## src/acr_pkg.sv

```systemverilog
// Constants shared by the result readout block of the 16-bit converter.
// Assumes a single 25 MHz system clock and a converter core on the same clock.
package acr_pkg;
   // -----------------------------------------------------------------
   // Result and timing
   // -----------------------------------------------------------------
   localparam int          RESULT_BITS   = 16;
   localparam int          CNT_W         = 5;
   localparam logic [4:0]  BITS_FULL     = 5'h10;
   localparam int          CLK_PERIOD_NS = 40;
   localparam int          CONV_TIME_NS  = 10000;
   localparam int          CONV_CYCLES   = (CONV_TIME_NS + CLK_PERIOD_NS - 1) / CLK_PERIOD_NS;
   localparam logic [7:0]  CONV_LAST     = 8'(CONV_CYCLES - 1);
   // -----------------------------------------------------------------
   // Reset values
   // -----------------------------------------------------------------
   localparam logic [15:0] RESULT_RST    = 16'h0000;
   // Select, read and convert start idle high, so no false edge after reset
   localparam logic [13:0] PINS_RST      = 14'h0007;
   // -----------------------------------------------------------------
   // Synchronised pin vector positions
   // -----------------------------------------------------------------
   localparam int P_CNV  = 0;
   localparam int P_CS   = 1;
   localparam int P_RD   = 2;
   localparam int P_SCLK = 3;
   localparam int P_CHN  = 4;
   localparam int P_SWAP = 5;
   localparam int P_SER  = 6;
   localparam int P_SRC  = 7;
   localparam int P_DIV0 = 8;
   localparam int P_DIV1 = 9;
   localparam int P_CINV = 10;
   localparam int P_SINV = 11;
   localparam int P_IDLH = 12;
   localparam int P_SPR  = 13;
   // -----------------------------------------------------------------
   // Master sequencer states
   // -----------------------------------------------------------------
   typedef enum logic [0:0] {
      ACR_M_IDLE = 1'b0,
      ACR_M_SEND = 1'b1
   } acr_mstate_t;
   // Half period of the master serial clock in system cycles, minus one
   function automatic logic [2:0] acr_half_last(input logic [1:0] sel);
      case (sel)
         2'b00:   acr_half_last = 3'h0;
         2'b01:   acr_half_last = 3'h1;
         2'b10:   acr_half_last = 3'h3;
         default: acr_half_last = 3'h7;
      endcase
   endfunction : acr_half_last
endpackage : acr_pkg

```

## src/acr_readout.sv

```systemverilog
// Result readout of a 16-bit successive-approximation converter: parallel
// output with half swap, master and slave serial output, daisy chain.
// Assumes the core's result on conv_result is settled in the last cycle of
// the timed conversion, where it is taken. All pins are asynchronous and
// pass two flip-flops, which limits how fast a host clock may toggle.
// How it works
// - Swap low: low byte on low lines
// - Swap high: bytes exchanged on the bus
// - Serial mode: 16 bits, MSB first
// - Master: own serial clock and frame strobe
// - Master clock and strobe may be inverted
// - Master bit held stable across whole period
// - Timing input picks after or during conversion
// - Master read-after: busy until 16 bits sent
// - Divider select slows the master clock
// - Both divider selects low: fastest clock
// - Slave: serial clock taken from host
// - Clock gated by select, data by select/read
// - Slave clock continuous or gated, any idle
// - Slave after busy falls: new result out
// - Slave clock rate limited to a sixth of the 25 MHz system clock
// - Slave read-after: timing input chains converters
// - Chain captured on opposite edge to shift
// - Slave during conversion: previous result out
// - Unfinished read during conversion pulses error
// - Outputs released while select or read high
// - Convert start falling edge begins conversion
`timescale 1ns/1ps
`default_nettype none
module acr_readout
   import acr_pkg::*;
(
   input  wire logic        clk_sys,
   input  wire logic        rst_n,
   input  wire logic        convert_start_n,
   input  wire logic        chip_select_n,
   input  wire logic        read_n,
   input  wire logic        serial_clock_in,
   input  wire logic        read_timing_or_chain_input,
   input  wire logic        half_swap_select,
   input  wire logic        serial_parallel_select,
   input  wire logic        clock_source_select,
   input  wire logic [1:0]  serial_clock_divider_select,
   input  wire logic        serial_clock_invert,
   input  wire logic        frame_strobe_invert,
   input  wire logic        slave_clock_idle_high,
   input  wire logic [15:0] conv_result,
   output logic             conv_start,
   output logic             busy,
   output logic [15:0]      data_out,
   output logic             data_oe,
   output logic             serial_result_out,
   output logic             serial_result_oe,
   output logic             serial_clock_out,
   output logic             serial_clock_oe,
   output logic             frame_strobe_out,
   output logic             frame_strobe_oe,
   output logic             incomplete_read_flag
);
   // -----------------------------------------------------------------
   // Pin synchronisers
   // -----------------------------------------------------------------
   logic [13:0] pin_meta_r;
   logic [13:0] pin_r;
   logic [13:0] pin_raw;
   assign pin_raw = {1'b0, slave_clock_idle_high, frame_strobe_invert, serial_clock_invert,
                     serial_clock_divider_select, clock_source_select, serial_parallel_select,
                     half_swap_select, read_timing_or_chain_input, serial_clock_in,
                     read_n, chip_select_n, convert_start_n};
   always_ff @(posedge clk_sys or negedge rst_n) begin
      if (!rst_n) begin
         pin_meta_r <= PINS_RST;
         pin_r      <= PINS_RST;
      end else begin
         pin_meta_r <= pin_raw;
         pin_r      <= pin_meta_r;
      end
   end

   logic cnv_d_r;
   logic sclk_d_r;
   always_ff @(posedge clk_sys or negedge rst_n) begin
      if (!rst_n) begin
         cnv_d_r  <= 1'b1;
         sclk_d_r <= 1'b0;
      end else begin
         cnv_d_r  <= pin_r[P_CNV];
         sclk_d_r <= pin_r[P_SCLK];
      end
   end

   logic master;
   logic rdc;
   logic if_en;
   assign master = ~pin_r[P_SRC];
   assign rdc    = pin_r[P_CHN];
   assign if_en  = ~pin_r[P_CS] & ~pin_r[P_RD];
   // -----------------------------------------------------------------
   // Conversion timing
   // -----------------------------------------------------------------
   logic       conv_busy_r;
   logic [7:0] conv_cnt_r;
   logic       start_evt;
   logic       conv_end;
   logic [15:0] result_r;
   // A running conversion cannot be restarted, so edges while busy are dropped
   assign start_evt  = cnv_d_r & ~pin_r[P_CNV] & ~conv_busy_r;
   assign conv_end   = conv_busy_r & (conv_cnt_r == 8'h00);
   assign conv_start = start_evt;
   always_ff @(posedge clk_sys or negedge rst_n) begin
      if (!rst_n) begin
         conv_busy_r <= 1'b0;
         conv_cnt_r  <= 8'h00;
      end else if (start_evt) begin
         conv_busy_r <= 1'b1;
         conv_cnt_r  <= CONV_LAST;
      end else if (conv_end) begin
         conv_busy_r <= 1'b0;
      end else if (conv_busy_r) begin
         conv_cnt_r  <= conv_cnt_r - 8'h01;
      end
   end

   always_ff @(posedge clk_sys or negedge rst_n) begin
      if (!rst_n) begin
         result_r <= RESULT_RST;
      end else if (conv_end) begin
         result_r <= conv_result;
      end
   end
   // -----------------------------------------------------------------
   // Master clock divider and sequencer
   // -----------------------------------------------------------------
   acr_mstate_t m_state_r;
   logic [2:0]  div_cnt_r;
   logic        m_tick;
   logic        m_sclk_r;
   logic        send_go;
   logic        m_fall;
   logic        m_done;
   logic [4:0]  cnt_r;
   assign m_tick  = (div_cnt_r == 3'h0);
   assign send_go = master & pin_r[P_SER] & (rdc ? start_evt : conv_end);
   assign m_fall  = (m_state_r == ACR_M_SEND) & m_tick & m_sclk_r;
   assign m_done  = m_fall & (cnt_r == BITS_FULL - 5'h01);

   always_ff @(posedge clk_sys or negedge rst_n) begin
      if (!rst_n) begin
         div_cnt_r <= 3'h0;
      end else if (send_go || m_tick) begin
         div_cnt_r <= acr_half_last(pin_r[P_DIV1:P_DIV0]);
      end else begin
         div_cnt_r <= div_cnt_r - 3'h1;
      end
   end

   always_ff @(posedge clk_sys or negedge rst_n) begin
      if (!rst_n) begin
         m_state_r <= ACR_M_IDLE;
         m_sclk_r  <= 1'b0;
      end else begin
         case (m_state_r)
            ACR_M_IDLE: begin
               m_sclk_r <= 1'b0;
               if (send_go) begin
                  m_state_r <= ACR_M_SEND;
               end
            end
            ACR_M_SEND: begin
               if (m_tick) begin
                  m_sclk_r <= ~m_sclk_r;
               end
               if (m_done) begin
                  m_state_r <= ACR_M_IDLE;
               end
            end
            default: begin
               m_state_r <= ACR_M_IDLE;
               m_sclk_r  <= 1'b0;
            end
         endcase
      end
   end
   // -----------------------------------------------------------------
   // Slave clock edges
   // -----------------------------------------------------------------
   logic s_rise;
   logic s_fall;
   logic s_shift;
   logic s_cap;
   logic slave_on;
   assign slave_on = ~master & pin_r[P_SER] & ~pin_r[P_CS];
   assign s_rise   = pin_r[P_SCLK] & ~sclk_d_r;
   assign s_fall   = ~pin_r[P_SCLK] & sclk_d_r;
   // Shift on the edge that ends a pulse, so idle level picks the edge
   assign s_shift  = slave_on & ~pin_r[P_RD] &
                     (pin_r[P_IDLH] ? s_rise : s_fall);
   assign s_cap    = slave_on & (pin_r[P_IDLH] ? s_fall : s_rise);
   // -----------------------------------------------------------------
   // Output shift register
   // -----------------------------------------------------------------
   logic [15:0] sr_r;
   logic        chain_bit_r;
   logic        sr_load;
   logic [15:0] sr_load_val;
   logic        shift_en;
   assign sr_load     = master ? send_go : (start_evt | conv_end);
   // In master read-after the new result is not yet in result_r
   assign sr_load_val = (start_evt || (master && rdc)) ? result_r : conv_result;
   assign shift_en    = m_fall | s_shift;

   always_ff @(posedge clk_sys or negedge rst_n) begin
      if (!rst_n) begin
         chain_bit_r <= 1'b0;
      end else if (s_cap) begin
         chain_bit_r <= rdc;
      end
   end

   always_ff @(posedge clk_sys or negedge rst_n) begin
      if (!rst_n) begin
         sr_r  <= RESULT_RST;
         cnt_r <= 5'h00;
      end else if (sr_load) begin
         sr_r  <= sr_load_val;
         cnt_r <= 5'h00;
      end else if (shift_en) begin
         sr_r  <= {sr_r[14:0], chain_bit_r & ~master};
         cnt_r <= (cnt_r == BITS_FULL) ? cnt_r : cnt_r + 5'h01;
      end
   end
   // -----------------------------------------------------------------
   // Incomplete read detection
   // -----------------------------------------------------------------
   logic rd_during_r;
   logic err_r;
   always_ff @(posedge clk_sys or negedge rst_n) begin
      if (!rst_n) begin
         rd_during_r <= 1'b0;
      end else if (start_evt) begin
         rd_during_r <= 1'b0;
      end else if (s_shift && conv_busy_r) begin
         rd_during_r <= 1'b1;
      end
   end

   always_ff @(posedge clk_sys or negedge rst_n) begin
      if (!rst_n) begin
         err_r <= 1'b0;
      end else begin
         err_r <= conv_end & ~master & rd_during_r & (cnt_r != BITS_FULL);
      end
   end
   // -----------------------------------------------------------------
   // Parallel data and outputs
   // -----------------------------------------------------------------
   logic [15:0] par_r;
   always_ff @(posedge clk_sys or negedge rst_n) begin
      if (!rst_n) begin
         par_r <= RESULT_RST;
      end else if (pin_r[P_SWAP]) begin
         par_r <= {result_r[7:0], result_r[15:8]};
      end else begin
         par_r <= result_r;
      end
   end

   assign data_out             = par_r;
   assign data_oe              = if_en & ~pin_r[P_SER];
   assign serial_result_out    = sr_r[15];
   assign serial_result_oe     = if_en & pin_r[P_SER];
   assign serial_clock_out     = m_sclk_r ^ pin_r[P_CINV];
   assign serial_clock_oe      = if_en & pin_r[P_SER] & master;
   assign frame_strobe_out     = (m_state_r == ACR_M_SEND) ^ pin_r[P_SINV];
   assign frame_strobe_oe      = if_en & pin_r[P_SER] & master;
   assign busy                 = conv_busy_r | ((m_state_r == ACR_M_SEND) & ~rdc);
   assign incomplete_read_flag = err_r;
endmodule : acr_readout
`default_nettype wire

```

## config.mk

```make
export PLATFORM = sky130hd
export DESIGN_NAME = acr_readout
export DESIGN_NICKNAME = d
export VERILOG_FILES = /design/src/acr_pkg.sv /design/src/acr_readout.sv
export SDC_FILE = /design/constraint.sdc
export NUM_CORES = 1
export LEC_CHECK = 0
export ABC_AREA = 1
export BUFFER_PORTS_ARGS = -buffer_cell sky130_fd_sc_hd__clkbuf_2
export CORE_ASPECT_RATIO = 1.2
export CORE_MARGIN = 3
export CORE_UTILIZATION = 30
export DETAILED_ROUTE_END_ITERATION = 8
export SLEW_MARGIN = 20
export SYNTH_ARGS = -nofsm -noshare
export SYNTH_HDL_FRONTEND = slang
export SYNTH_SLANG_ARGS = --single-unit
```

## constraint.sdc

```tcl
create_clock -name clk_sys -period 2.87 [get_ports clk_sys]
set_input_delay 0.4305 -clock clk_sys [delete_from_list [all_inputs] [get_ports clk_sys]]
set_output_delay 0.4305 -clock clk_sys [all_outputs]
set_load 0.02 [all_outputs]
```

==> results.toml <==
[worst_setup_path]
worstPathRequired_ps = 3090
crit_top_cell = "nand2_1"
endpoint_kind = "register"
slowest_stage = "nand2_2"
startpoint_type = "register"
cp_cell_sequence = "inv_1, ha_1, nand2_1, nor2_1, nand3_1, nand2_1, nand2_4, nand2_2, nand2_1, nand2_1, nand2_1"
arrival_ps = 2380
critPathKind = "register to register"
worstPathMaxFanout = 37
max_stage_delay_ps = 400

[power_and_ir_drop]
p_leak_nw = 2.46
power_density_nw_per_um2 = 881
ir_drop_mv = 0.427

[cells_and_area]
fillers = 1422
synthToLayoutAreaGrowth_pct = 16.9
seq_area_sq_um = 2460
nets = 569
multi_input_comb_area_sq_um = 1520
drive_gt1_share_pct = 17.9
antenna_cells = 0
stdcell_count = 708

[global_routing]
busiest_layer = "met2"
grt_use_met2_pct = 19.7
grt_max_degree = 52
antenna_found_initial = 0
grt_pass1_wl_mm = 15.3
grtUsageTotal_pct = 12.2
met3_usage_pct = 2.61
grt_use_met1_pct = 15.5
grt_pass1_vias = 3238
grt_overflow = 0

[sta]
fmax_ghz = 0.465
maxSlewHeadroom_pct = 42.9
min_period_over_period_pct = 75.0
hold_violations = 0
finClkSkew_ps = 9.76
fin_crit_ps = 2150
tightest_slew_ps = 856
rsz0062_at_grt = "false"
drv_slew = 0
setup_violations = 0
setup_tns_ps = 0

[route]
vias = 3286
via_per_inst = 4.64
drt_iter0_markers = 178
routed_wl_mm = 8.81
dr.pass1.iters = 4
wl_per_cell_microns = 12.4
drc = 0
ant_nets = 0

[placement]
gp_congestion = 0.792
dp_hpwl_mm = 6.11
dp_cells = 692
portBuffers = 56

[floorplan]
start_util_pct = 30.8
die_x_microns = 115
row_count = 47
coreArea_sq_um = 13900
die_area_sq_um = 15700
die_h_microns = 137
ios = 57

[clock_network]
cts_buffers = 9
htreeDepth = 3
cts_sinks = 98
ctsLongestPathBuffers = 2
hold_buffers = 0
cts_resized = 0
cts-root-buf = "clkbuf_16"
path_clk_slew_ps = 60
clk_latency_ps = 340
post_cts_buffers = 0
cts_tree = "yes"

[synthesis]
synth_cell_type_count = 30
synth_area_leaders = "dfrtp_1, nand2_1, o21ai_0"
synth-edff-count = 0
synthTopCellsByCount = "nand2_1, dfrtp_1, o21ai_0"
yosys_warnings = 0
synth.most_common_cell = "nand2_1"
synth_top_area_cell = "dfrtp_1"
synth-seq-area-share_pct = 57.5
yosysTopAreaCellShare_pct = 53.2
async_reset_ff_share_pct = 100
synth_cells = 483
synth_fp_nets = 520
synth_seq_cells = 98
syn_avg_cell_area_sq_um = 8.86
yosys_most_used_dff = "dfrtp_1"
syn_area_sq_um = 4280

[flow_run]
maxCapViolations = 0

[worst_hold_path]
min_path_type = "input pin to asynchronous set/reset pin"

[status]
status = "finished clean"
state kept, by name, indices dropped and copies added (netlist names):
signal	count
cnt_r	5
m_state_r	1
incomplete_read_flag	1
pin_meta_r	13
data_out	16
sr_r	16
div_cnt_r	3
sclk_d_r	1
m_sclk_r	1
conv_busy_r	1
chain_bit_r	1
result_r	16
conv_cnt_r	8
pin_r	13
rd_during_r	1
cnv_d_r	1
final timing paths:
check / from / slack, ps / cells past startpoint / end
setup / recovery: conv_cnt_r[0] / 720 / 11 / sr_r[6]
hold / removal: rst_n / 130 / 1 / pin_r[12]
setup reg to reg: conv_cnt_r[0] / 720 / 11 / sr_r[6]
hold reg to reg: pin_meta_r[4] / 340 / 0 / pin_r[4]
max in group asynchronous: rst_n / 1990 / 2 / pin_meta_r[0]
min in group clk_sys: read_n / 170 / 1 / pin_meta_r[2]
cell type report:
| cell class | count | share of cell area (%) |
|---|---|---|
| flip-flops and latches | 98 | 49.2 |
| multi-input cells | 314 | 30.3 |
| repair buffers | 60 | 6.50 |
| clock buffers | 10 | 4.77 |
| well taps | 171 | 4.27 |
| inverters | 49 | 3.67 |
| clock inverters | 6 | 1.30 |
metal layers:
metal  wire length (microns)  share of wire (%)
met1                    4030                 46
met2                    4350                 49
met3                     287                3.3
met4                     135                1.5
met5                       0                  0
metrics by stage:
stage / power (mW) / setup slack (ps) / util, % / hold slack (ps) / instance area, sq um
6_report: 4.41 / 717 / 36.1 / 130 / 5000
5_1_grt: 4.77 / 427 / 36.1 / 153 / 5000
4_1_cts: 4.47 / 697 / 36.1 / 145 / 5000
3_5_place_dp: 3.23 / 718 / 33.9 / 335 / 4700
3_3_place_gp: 3.19 / 756 / 33.9 / 332 / 4700
2_1_floorplan: 2.90 / 1230 / - / 135 / 4280
placed cells by master (no fill, tap or decap), types with 2 or more instances in the layout:
master,count
nand2_2,4
clkbuf_2,55
nor2_1,18
o31ai_1,2
nand3_1,32
buf_4,4
inv_1,46
clkinv_2,2
xor2_1,3
o21ai_0,56
dfstp_2,7
nand2_1,149
nor3_1,5
inv_2,3
dfrtp_1,91
clkbuf_16,9
o21ai_1,2
nand4_1,21
a21oi_1,5
ha_1,6
power breakdown:
part	total [mW]	switching, mW	internal [mW]
Combinational	1.24	0.779	0.458
Sequential	1.96	0.219	1.74
Clock	1.21	0.510	0.701
Total	4.41	1.51	2.90
kinds of logic (layout without fill, tap and decap cells):
logic type	count (synthesis)	count (layout)	share of synthesized area [%]
AOI/OAI and AO/OA	71	71	9.15
adders and majority gates	6	6	1.75
buffers and inverters	71	125	7.16
DFF	98	98	57.5
and+or+nand+nor	233	233	23.6
xor gates and xnor gates	4	4	0.819
critical path: cells and delay by family (launching register included):
family,cells,cell delay (ps)
DFF,1,380
buffers and inverters,1,80
and+or+nand+nor,9,1280
adders and majority gates,1,290
Note: power is estimated with default switching activity, not from simulation.
